===== config.mk =====
export PLATFORM = sky130hd
export DESIGN_NAME = dutc_timer
export DESIGN_NICKNAME = d
export VERILOG_FILES = /design/src/design/dutc_pkg.sv /design/src/design/dutc_timer.sv
export VERILOG_INCLUDE_DIRS = /design/src /design/src/design
export SDC_FILE = /design/constraint.sdc
export NUM_CORES = 1
export LEC_CHECK = 0
export ABC_AREA = 1
export ABC_CLOCK_PERIOD_IN_PS = 6350
export BUFFER_PORTS_ARGS = -buffer_cell sky130_fd_sc_hd__buf_2
export CAP_MARGIN = 15
export CORE_ASPECT_RATIO = 1.25
export CORE_UTILIZATION = 65
export DETAILED_ROUTE_END_ITERATION = 6
export GPL_TIMING_DRIVEN = 0
export PLACE_DENSITY_LB_ADDON = 0.12
export SYNTH_ARGS = -nofsm -noshare
export SYNTH_HDL_FRONTEND = slang
export SYNTH_SLANG_ARGS = --single-unit

===== constraint.sdc =====
create_clock -name clk -period 6.35 [get_ports clk]
set_clock_uncertainty 0.15 [all_clocks]
set_input_delay 1.27 -clock clk [delete_from_list [all_inputs] [get_ports clk]]
set_output_delay 1.27 -clock clk [all_outputs]
set_load 0.01 [all_outputs]

===== src/design/dutc_params.svh =====
// Constants for the dual unchained timer with event capture.
// Assumes a 32-bit AXI4-Lite register bus with byte addresses.
`ifndef DUTC_PARAMS_SVH
`define DUTC_PARAMS_SVH
`define DUTC_ADDR_W        8
`define DUTC_OFF_COUNTER   8'h10
`define DUTC_OFF_PERIOD    8'h18
`define DUTC_OFF_TCTRL     8'h20
`define DUTC_OFF_GCTRL     8'h24
`define DUTC_OFF_RELOAD    8'h34
`define DUTC_OFF_CAPTURE   8'h3C
`define DUTC_SIDE_STRIDE   8'h04
`define DUTC_TC_SIDE_SHIFT 16
`define DUTC_TC_CAP_EN     3
`define DUTC_TC_EDGE_LSB   4
`define DUTC_TC_MODE_LSB   6
`define DUTC_TC_CLKSEL     8
`define DUTC_GC_RUN_A      0
`define DUTC_GC_RUN_B      1
`define DUTC_GC_ARR_LSB    2
`define DUTC_GC_EXT_ON     4
`define DUTC_GC_PSC_CNT    8
`define DUTC_GC_PSC_PER    12
`define DUTC_ARR_UNCHAINED 2'h1
`define DUTC_RESP_OKAY     2'h0
`define DUTC_RESP_SLVERR   2'h2
`endif


===== src/design/dutc_pkg.sv =====
// Types for the dual unchained timer with event capture.
// Assumes dutc_params.svh is compiled alongside.
package dutc_pkg;
   typedef enum logic [1:0] {
      DUTC_MODE_OFF  = 2'h0,
      DUTC_MODE_ONCE = 2'h1,
      DUTC_MODE_CONT = 2'h2,
      DUTC_MODE_RELD = 2'h3
   } dutc_mode_t;
   typedef enum logic [1:0] {
      DUTC_EDGE_RISE = 2'h0,
      DUTC_EDGE_FALL = 2'h1,
      DUTC_EDGE_BOTH = 2'h2
   } dutc_edge_t;
endpackage : dutc_pkg


===== src/design/dutc_timer.sv =====
// Dual 32-bit unchained timer with prescaler on side B and event capture.
// Assumes one clock, a synchronous active-low reset and an AXI4-Lite master.
//
// Overview of operation
// (RL1) Side A counts one per input clock.
// (RL2) Count equal to period pulses interrupt, DMA and pin.
// (RL3) Own run bit per side; zero holds reset.
// (RL4) Upper control half ignored by side A.
// (RL5) Mode 0 holds the count.
// (RL6) Mode 1 counts to period once, then stops.
// (RL7) Mode 2 clears the count after the period.
// (RL8) Mode 3 also reloads the period on wrap.
// (RL9) External clock: keep stopped timer off one period.
// (RL10) External clock edges are synchronized.
// (RL11) Count and period zero: count stays zero.
// (RL12) Sides are controlled independently.
// (RL13) Side A start order: arrangement, run, period, clock, mode.
// (RL14) Side B start order sets prescale period before mode.
// (RL15) Capture needs extended features and unchained mode.
// (RL16) Capture clears count, pulses, copies count; mode 3 also reloads period.
// (RL17) Capture needs internal clock and mode 2 or 3.
// (RL18) Each side has its own capture pin.
// (RL19) Capture edge select: rise, fall or both.
// (RL20) Prescaler pulses side B a cycle after its match.
// (RL21) Lower control half ignored by side B.
// (RL22) Side B prescaler clock is internal or external.
// (RL23) Counting needs arrangement field equal to one.
// (RL24) Pins pass two flip-flops; edges use previous sample.
// (RL25) Event outputs are one-cycle pulses.
`include "dutc_params.svh"
`timescale 1ns/1ps
`default_nettype none
module dutc_timer
   import dutc_pkg::*;
(
   input  wire logic                     clk,
   input  wire logic                     reset_n,
   input  wire logic                     clk_en,
   input  wire logic [`DUTC_ADDR_W-1:0]  s_axi_awaddr,
   input  wire logic                     s_axi_awvalid,
   output logic                          s_axi_awready,
   input  wire logic [31:0]              s_axi_wdata,
   input  wire logic [3:0]               s_axi_wstrb,
   input  wire logic                     s_axi_wvalid,
   output logic                          s_axi_wready,
   output logic [1:0]                    s_axi_bresp,
   output logic                          s_axi_bvalid,
   input  wire logic                     s_axi_bready,
   input  wire logic [`DUTC_ADDR_W-1:0]  s_axi_araddr,
   input  wire logic                     s_axi_arvalid,
   output logic                          s_axi_arready,
   output logic [31:0]                   s_axi_rdata,
   output logic [1:0]                    s_axi_rresp,
   output logic                          s_axi_rvalid,
   input  wire logic                     s_axi_rready,
   input  wire logic                     capture_input_side_a,
   input  wire logic                     capture_input_side_b,
   input  wire logic                     ext_clock_side_a,
   input  wire logic                     ext_clock_side_b,
   output logic                          match_interrupt_a,
   output logic                          match_interrupt_b,
   output logic                          match_dma_request_a,
   output logic                          match_dma_request_b,
   output logic                          match_output_pin_a,
   output logic                          match_output_pin_b
);
   logic [31:0]             counter_r [2];
   logic [31:0]             period_r [2];
   logic [31:0]             reload_r [2];
   logic [31:0]             capture_r [2];
   logic                    done_r [2];
   logic                    irq_r [2];
   logic                    dma_r [2];
   logic                    pin_r [2];
   logic [31:0]             timer_control_r;
   logic [31:0]             global_control_r;
   logic [3:0]              prescale_count_r;
   logic                    prescale_pulse_r;
   logic [3:0]              sync1_r;
   logic [3:0]              sync2_r;
   logic [3:0]              prev_r;
   logic                    aw_got_r;
   logic                    w_got_r;
   logic [`DUTC_ADDR_W-1:0] waddr_r;
   logic [31:0]             wdata_r;
   logic [3:0]              wstrb_r;
   logic                    wr_fire;
   logic [31:0]             rd_val;
   logic                    rd_ok;
   logic [3:0]              rise_w;
   logic [3:0]              fall_w;
   logic                    tick_w [2];
   logic                    run_w [2];
   logic                    cap_hit_w [2];
   logic                    prescale_in_w;
   logic                    unchained_w;

   // Merges write data into an old value under the byte strobes.
   function automatic logic [31:0] dutc_merge(input logic [31:0] old_v,
                                              input logic [31:0] new_v,
                                              input logic [3:0]  strb);
      logic [31:0] res;
      res = old_v;
      for (int i = 0; i < 4; i++)
         if (strb[i])
            res[8*i +: 8] = new_v[8*i +: 8];
      return res;
   endfunction : dutc_merge

   // Pins are asynchronous, so only the second stage feeds edge logic.
   always_ff @(posedge clk)
   begin
      if (!reset_n)
      begin
         sync1_r <= 4'h0;
         sync2_r <= 4'h0;
         prev_r  <= 4'h0;
      end
      else if (clk_en)
      begin
         sync1_r <= {ext_clock_side_b, ext_clock_side_a,
                     capture_input_side_b, capture_input_side_a}; // [RL18]
         sync2_r <= sync1_r;                                      // [RL24]
         prev_r  <= sync2_r;
      end
   end

   // Edges compare the synchronized sample against the previous one.
   assign rise_w = sync2_r & ~prev_r;                             // [RL24]
   assign fall_w = ~sync2_r & prev_r;
   assign unchained_w = global_control_r[`DUTC_GC_ARR_LSB +: 2]
                        == `DUTC_ARR_UNCHAINED;                   // [RL23]
   assign prescale_in_w =
      timer_control_r[`DUTC_TC_SIDE_SHIFT + `DUTC_TC_CLKSEL]
      ? rise_w[3] : 1'b1;                                         // [RL22] [RL10]
   assign tick_w[0] = timer_control_r[`DUTC_TC_CLKSEL]
                      ? rise_w[2] : 1'b1;                         // [RL1] [RL10]
   assign tick_w[1] = prescale_pulse_r;
   assign run_w[0]  = global_control_r[`DUTC_GC_RUN_A] & unchained_w; // [RL3]
   assign run_w[1]  = global_control_r[`DUTC_GC_RUN_B] & unchained_w; // [RL3]

   // Prescaler; the pulse lags the match by one cycle by construction.
   always_ff @(posedge clk)
   begin
      if (!reset_n)
      begin
         prescale_count_r <= 4'h0;
         prescale_pulse_r <= 1'b0;
      end
      else if (clk_en)
      begin
         prescale_pulse_r <= 1'b0;
         if (!run_w[1])
            prescale_count_r <= 4'h0;
         else if (prescale_in_w &&
                  timer_control_r[`DUTC_TC_SIDE_SHIFT + `DUTC_TC_MODE_LSB +: 2]
                  != DUTC_MODE_OFF)
         begin
            if (prescale_count_r ==
                global_control_r[`DUTC_GC_PSC_PER +: 4])
            begin
               prescale_pulse_r <= 1'b1;                          // [RL20]
               prescale_count_r <= 4'h0;
            end
            else
               prescale_count_r <= prescale_count_r + 4'h1;       // [RL20]
         end
         if (wr_fire && waddr_r == `DUTC_OFF_GCTRL && wstrb_r[1])
            prescale_count_r <= wdata_r[`DUTC_GC_PSC_CNT +: 4];
      end
   end

   // Each side reads only its own half of timer control.
   genvar gs;
   generate
      for (gs = 0; gs < 2; gs++)
      begin : g_side
         logic [15:0]            tc_w;
         dutc_mode_t             mode_w;
         logic                   evt_w;
         logic [`DUTC_ADDR_W-1:0] stride_w;
         assign tc_w   = timer_control_r[16*gs +: 16];            // [RL4] [RL21]
         assign mode_w = dutc_mode_t'(tc_w[`DUTC_TC_MODE_LSB +: 2]);
         assign stride_w = gs ? `DUTC_SIDE_STRIDE : 8'h00;
         always_comb
         begin
            case (dutc_edge_t'(tc_w[`DUTC_TC_EDGE_LSB +: 2]))     // [RL19]
               DUTC_EDGE_RISE: evt_w = rise_w[gs];
               DUTC_EDGE_FALL: evt_w = fall_w[gs];
               default:        evt_w = rise_w[gs] | fall_w[gs];
            endcase
         end
         assign cap_hit_w[gs] = evt_w && tc_w[`DUTC_TC_CAP_EN]
            && global_control_r[`DUTC_GC_EXT_ON]                  // [RL15]
            && !tc_w[`DUTC_TC_CLKSEL] && mode_w[1];               // [RL17]

         // Counting, matching and capture for one side.
         always_ff @(posedge clk)
         begin
            if (!reset_n)
            begin
               counter_r[gs] <= 32'h0;
               period_r[gs]  <= 32'h0;
               reload_r[gs]  <= 32'h0;
               capture_r[gs] <= 32'h0;
               done_r[gs]    <= 1'b0;
               irq_r[gs]     <= 1'b0;
               dma_r[gs]     <= 1'b0;
               pin_r[gs]     <= 1'b0;
            end
            else if (clk_en)
            begin
               irq_r[gs] <= 1'b0;                                 // [RL25]
               dma_r[gs] <= 1'b0;
               pin_r[gs] <= 1'b0;
               if (!run_w[gs])
               begin
                  counter_r[gs] <= 32'h0;                         // [RL3] [RL12]
                  done_r[gs]    <= 1'b0;
               end
               else if (cap_hit_w[gs] && run_w[gs])
               begin
                  counter_r[gs] <= 32'h0;                         // [RL16]
                  capture_r[gs] <= counter_r[gs];
                  irq_r[gs]     <= 1'b1;
                  dma_r[gs]     <= 1'b1;
                  pin_r[gs]     <= 1'b1;
                  if (mode_w == DUTC_MODE_RELD)
                     period_r[gs] <= reload_r[gs];
               end
               else if (mode_w == DUTC_MODE_OFF)
                  done_r[gs] <= 1'b0;                             // [RL5]
               else if (tick_w[gs] && !done_r[gs] &&
                        !(counter_r[gs] == 32'h0 &&
                          period_r[gs] == 32'h0))                 // [RL11]
               begin
                  if (counter_r[gs] == period_r[gs])
                  begin
                     irq_r[gs]     <= 1'b1;                       // [RL2]
                     dma_r[gs]     <= 1'b1;
                     pin_r[gs]     <= 1'b1;
                     capture_r[gs] <= counter_r[gs];
                     if (mode_w == DUTC_MODE_ONCE)
                        done_r[gs] <= 1'b1;                       // [RL6]
                     else
                        counter_r[gs] <= 32'h0;                   // [RL7]
                     if (mode_w == DUTC_MODE_RELD)
                        period_r[gs] <= reload_r[gs];             // [RL8]
                  end
                  else
                     counter_r[gs] <= counter_r[gs] + 32'h1;      // [RL1]
               end
               // A new mode lets a finished one-shot run again.
               if (mode_w != DUTC_MODE_ONCE)
                  done_r[gs] <= 1'b0;
               if (wr_fire && waddr_r == `DUTC_OFF_COUNTER + stride_w)
                  counter_r[gs] <= dutc_merge(counter_r[gs], wdata_r,
                                              wstrb_r);
               if (wr_fire && waddr_r == `DUTC_OFF_PERIOD + stride_w)
                  period_r[gs] <= dutc_merge(period_r[gs], wdata_r, wstrb_r);
               if (wr_fire && waddr_r == `DUTC_OFF_RELOAD + stride_w)
                  reload_r[gs] <= dutc_merge(reload_r[gs], wdata_r, wstrb_r);
            end
         end
      end
   endgenerate

   assign match_interrupt_a   = irq_r[0];
   assign match_interrupt_b   = irq_r[1];
   assign match_dma_request_a = dma_r[0];
   assign match_dma_request_b = dma_r[1];
   assign match_output_pin_a  = pin_r[0];
   assign match_output_pin_b  = pin_r[1];

   // Control registers; the prescale count field is live state instead.
   always_ff @(posedge clk)
   begin
      if (!reset_n)
      begin
         timer_control_r  <= 32'h0;
         global_control_r <= 32'h0;
      end
      else if (clk_en && wr_fire)
      begin
         if (waddr_r == `DUTC_OFF_TCTRL)
            timer_control_r <= dutc_merge(timer_control_r, wdata_r, wstrb_r);
         if (waddr_r == `DUTC_OFF_GCTRL)
            global_control_r <= dutc_merge(global_control_r, wdata_r,
                                           wstrb_r);
      end
   end

   // Address and data are latched separately so either may come first.
   assign wr_fire = aw_got_r && w_got_r && !s_axi_bvalid;
   always_ff @(posedge clk)
   begin
      if (!reset_n)
      begin
         aw_got_r      <= 1'b0;
         w_got_r       <= 1'b0;
         waddr_r       <= 8'h00;
         wdata_r       <= 32'h0;
         wstrb_r       <= 4'h0;
         s_axi_awready <= 1'b0;
         s_axi_wready  <= 1'b0;
         s_axi_bvalid  <= 1'b0;
         s_axi_bresp   <= `DUTC_RESP_OKAY;
      end
      else if (clk_en)
      begin
         s_axi_awready <= !aw_got_r && !s_axi_awready && !s_axi_bvalid;
         s_axi_wready  <= !w_got_r && !s_axi_wready && !s_axi_bvalid;
         if (s_axi_awvalid && s_axi_awready)
         begin
            aw_got_r <= 1'b1;
            waddr_r  <= {s_axi_awaddr[`DUTC_ADDR_W-1:2], 2'h0};
         end
         if (s_axi_wvalid && s_axi_wready)
         begin
            w_got_r <= 1'b1;
            wdata_r <= s_axi_wdata;
            wstrb_r <= s_axi_wstrb;
         end
         if (wr_fire)
         begin
            aw_got_r     <= 1'b0;
            w_got_r      <= 1'b0;
            s_axi_bvalid <= 1'b1;
            s_axi_bresp  <= (waddr_r[7:4] == 4'h1 || waddr_r == 8'h20 ||
                             waddr_r == 8'h24 || (waddr_r >= 8'h34 &&
                             waddr_r <= 8'h40))
                            ? `DUTC_RESP_OKAY : `DUTC_RESP_SLVERR;
         end
         else if (s_axi_bvalid && s_axi_bready)
            s_axi_bvalid <= 1'b0;
      end
   end

   // Read decode; unmapped words read zero with a slave error.
   always_comb
   begin
      rd_ok  = 1'b1;
      rd_val = 32'h0;
      case ({s_axi_araddr[`DUTC_ADDR_W-1:2], 2'h0})
         `DUTC_OFF_COUNTER:      rd_val = counter_r[0];
         `DUTC_OFF_COUNTER + 4:  rd_val = counter_r[1];
         `DUTC_OFF_PERIOD:       rd_val = period_r[0];
         `DUTC_OFF_PERIOD + 4:   rd_val = period_r[1];
         `DUTC_OFF_TCTRL:        rd_val = timer_control_r;
         `DUTC_OFF_GCTRL:        rd_val = {global_control_r[31:12],
                                           prescale_count_r,
                                           global_control_r[7:0]};
         `DUTC_OFF_RELOAD:       rd_val = reload_r[0];
         `DUTC_OFF_RELOAD + 4:   rd_val = reload_r[1];
         `DUTC_OFF_CAPTURE:      rd_val = capture_r[0];
         `DUTC_OFF_CAPTURE + 4:  rd_val = capture_r[1];
         default:                rd_ok  = 1'b0;
      endcase
   end

   // Read channel answers one cycle after the address is taken.
   always_ff @(posedge clk)
   begin
      if (!reset_n)
      begin
         s_axi_arready <= 1'b0;
         s_axi_rvalid  <= 1'b0;
         s_axi_rdata   <= 32'h0;
         s_axi_rresp   <= `DUTC_RESP_OKAY;
      end
      else if (clk_en)
      begin
         s_axi_arready <= !s_axi_arready && !s_axi_rvalid;
         if (s_axi_arvalid && s_axi_arready)
         begin
            s_axi_rvalid <= 1'b1;
            s_axi_rdata  <= rd_val;
            s_axi_rresp  <= rd_ok ? `DUTC_RESP_OKAY : `DUTC_RESP_SLVERR;
         end
         else if (s_axi_rvalid && s_axi_rready)
            s_axi_rvalid <= 1'b0;
      end
   end
endmodule : dutc_timer
`default_nettype wire


==> impl.org <==
** Status
- Result of the run :: finished with violations
- The final reports fail on DRC.

** Run
- The tool flagged a number of max-cap violations equal to 0.

** Routing
- For this block, the routed nets add up to between 80000 and 90000 um of wire.
- Dividing the detail-routed wire length by the instance count gives roughly 27 um.
- In the routed layout, each cell is associated on average with a via count of ~6.5.
- DR vias :: roughly 22000
- Antenna-violating nets left :: 0
- In the routed design, unresolved DRC markers number 1.
- DRC violation total after the first TritonRoute iteration :: ~4500
- The first detailed-routing pass took 7 iterations.

** Global route
- Antenna violations before repair :: 2
- GRT overflow :: 0
- Global routing consumed, over all layers together, between 50% and 60% of the routing resources.
- Entering global routing, the biggest net connects 33 pins.
- The via count of the first global-routing pass came to approximately 20000.
- The first global-routing pass estimated 125000 um of wire.

** Worst hold path
- The worst hold path was traced through 2 stages.
- Class of the tightest hold or removal check :: flop to flop
- The worst hold path terminates at global_control_r[31].
- HP Start :: global_control_r[31]

** Timing
- In the final timing run, aggregate negative setup slack is 0 ns.
- Fmax :: ~0.25 GHz
- Final Hold Vio Count :: 0
- Subtracting the final worst setup slack from the clock period gives between 3 and 4 ns.
- Dividing the final minimum period by the clock period gives between 60% and 70%.
- Setup repair after global routing left no endpoint under its margin.
- The final count of pins violating max slew was 0.
- Worst slack on hold paths :: 0.3021 ns
- Worst slew slack as a fraction of its limit :: between 20% and 30%
- At the pin with the least slew margin, the transition time is between 1 and 1.5 ns.
- Setup violations remaining at the end of the flow were counted as 0.

** Synthesis
- Synthesized-area fraction occupied by adder cells :: 0.5058%
- Cell area after synthesis :: between 20000 and 25000 um^2
- After synthesis, the largest family of logic cells by area is simple AND/OR/NAND/NOR gates.
- Of all flip-flops after synthesis, the portion carrying an async set or reset was 0%.
- Measured against the total synthesized area, the mux share comes to 0%.
- Synthesized instance count :: 2758
- The synthesized netlist contains 56 unique library cells.
- For this run, the leading register cell type out of synthesis is edfxtp_1.
- Area fraction of the dominant cell type after synthesis :: 34.80%
- Of the total synthesized cell area, the portion taken by AND, OR, NAND and NOR gates is 22.87%.
- Summing the areas of all xor and xnor instances in the mapped netlist gives about 3.3% of the synthesized area.
- edfxtp_1 takes more of the synthesized area than any other cell.
- Yosys mapped a number of flops with a built-in enable equal to approximately 260.
- In this run the mean area of a mapped cell was 8.072 um^2.
- Sequential share of the synthesized area :: between 40% and 50%
- After synthesis the netlist holds a flip-flop and latch count of 422.
- Synth warnings :: 0
- Summing the areas of all compound-gate instances in the mapped netlist gives between 10% and 20% of the synthesized area.
- In the post-synthesis netlist, the biggest area contributors are edfxtp_1 (35%), dfxtp_1 (15%), nand2_1 (9.4%), inv_1 (5.7%), a21oi_1 (5.5%).

** Clocking
- Counting along the longest clock path gives a buffer depth of 3.
- Counting the buffers created by CTS gives 41.
- In this run the number of H-tree levels came out at 2.
- In this run the clock root is driven by a clkbuf_16.
- Post-CTS clock slew at the launch and capture registers of the worst setup and hold paths :: 0.06 ns
- TritonCTS built the clock tree.
- Total of hold buffers inserted after clock tree synthesis :: 0
- CTS resizes :: 0
- The clock drives between 400 and 500 sinks.
- Clock network latency to the later pin of the worst-skew pair :: around 0.58 ns
- Once the clock tree was built, the setup fixing pass inserted 0 buffers.

** Floorplan
- In this run the vertical extent of the chip is about 210 um.
- For this configuration, the core starts out at a cell density of between 60% and 70%.
- Pin placement for this block handled 111 I/O pins.
- Die width :: 167.5 um
- Floorplan core area :: approximately 34000 um^2
- Die area :: 35000 um^2
- The floorplan has between 70 and 80 rows.

** Power and ir drop
- In this run the power density over the cells is approximately 240 nW/um^2.
- Total leakage power :: ~0.0094 uW
- The worst-case IR drop observed on VDD is approximately 0.00026 V.

** Placed design
- Port bufs :: just over 100
- The wire-length estimate of the detail-placed layout is 70570 um.
- At the end of routability-driven placement, the weighted congestion stood at around 1.1.
- Once placement finished, the instance area stood at 23330 um^2.

** Worst setup path
- Launching point of the worst reg2reg path :: sync2_r[0]
- Data required time at the worst endpoint :: ~6.4 ns
- Register-to-register path setup slack :: approximately 2.7 ns
- Crit. End Element :: flop
- The worst setup path is of the input pin to flop kind.
- Along the worst path, the maximum fanout reaches 9.
- Worst r2r dst :: capture_r[0][4]
- STA classifies the critical path startpoint as an input pin.
- R2R depth :: 13
- Critical Path AT :: between 4 and 5 ns

** Layout
- Cells with a size suffix above 1 make up under 10% of the layout.
- Final antenna diode count :: 0
- Leading cell type in the layout, fill and taps excluded :: nand2_1
- Area overhead of the layout relative to synthesis :: 10.57%
- Most frequent cells in the layout :: nand2_1 (558), inv_1 (340), nor2_1 (321), edfxtp_1 (258), a21oi_1 (245)
- After the last flow step, the layout net total stands at around 3000.
- Post-route cell area :: between 20000 and 25000 um^2
==> through the flow <==
stage                     util (%)  cells  total power, uW  setup slack [ns]
final                        73.07   3362             5907             2.381
after global routing         73.07   3362             5961             2.471
after CTS                    73.02   3360             5817             2.628
after detailed placement     69.26   3284             3512             2.054
after global placement       69.17   3283             3498             1.551
after floorplan                  -   2759             3320             2.754
==> per-layer routing <==
metal	share of wire (%)	track usage (%)	vias to the layer above
met2	42	74.58	2061
met3	16	14.22	444
li1	-	-	9527
met4	9.4	39.54	2
met1	32	61.26	9847
met5	0.015	0	-
==> worst max-delay path: stages <==
cell and delay (ns):
buf_4 0.19, inv_2 0.17, nor2_1 0.23, inv_1 0.25, nor2_1 0.16, nand3_1 0.61, nand2_1 0.34, inv_1 0.06
nand3_1 0.20, nand2_1 0.23, inv_1 0.32
==> report_power, final <==
group / internal, uW / switching, uW / total, uW
Clock: 1290 / 1130 / 2420
Sequential: 2980 / 87.0 / 3070
Combinational: 104 / 320 / 424
==> layout make-up <==
| class | instances | area [um^2] |
|---|---|---|
| timing repair buffer | 104 | 548.0 |
| buffer | 133 | 645.6 |
| inverter | 359 | 1348 |
| clock buffer | 66 | 1184 |
| fill | 2548 | 9074 |
| clock inverter | 10 | 85.08 |
| multi-input combinational | 1845 | 9245 |
| sequential | 422 | 11030 |
| tap | 423 | 529.3 |
==> synth_stat cells, types with 11 or more instances <==
| cell type | n |
|---|---|
| edfxtp_1 | 258 |
| dfxtp_1 | 164 |
| inv_1 | 340 |
| a21oi_1 | 245 |
| nand3_1 | 126 |
| o21ai_0 | 174 |
| nor4_1 | 11 |
| xnor2_1 | 27 |
| nor3_1 | 34 |
| buf_2 | 42 |
| nor2_4 | 25 |
| nand4_1 | 45 |
| xor2_1 | 57 |
| a221oi_1 | 31 |
| inv_2 | 16 |
| clkbuf_1 | 64 |
| o22ai_1 | 102 |
| nand2_1 | 559 |
| nor2_1 | 321 |
==> logic make-up after synthesis <==
logic type | after synthesis
adder cells (fa/ha/maj) | 9
buffers and inverters | 492
flip-flops | 422
AND/OR/NAND/NOR | 1160
AO/OA/AOI/OAI | 590
XOR/XNOR | 84
other | 1
==> flip-flops by register name (all words and copies together) (netlist names), 6 cells and up <==
signal            cells
global_control_r     28
counter_r            64
reload_r             64
timer_control_r      32
waddr_r               6
period_r             64
wdata_r              32
capture_r            64
s_axi_rdata          32
==> worst max-delay path by stage <==
stage | start | to | slack [ns] | cells after the start
detailed placement | clk_en | counter_r[1][0] | 2.05 | 11
global placement | reset_n | capture_r[1][3] | 1.55 | 4
floorplan | reset_n | capture_r[0][0] | 2.75 | 8
finish | clk_en | counter_r[1][2] | 2.38 | 11
CTS | clk_en | counter_r[1][2] | 2.63 | 11
global route | clk_en | counter_r[1][2] | 2.47 | 11
Note: power is estimated with default switching activity, not from simulation.
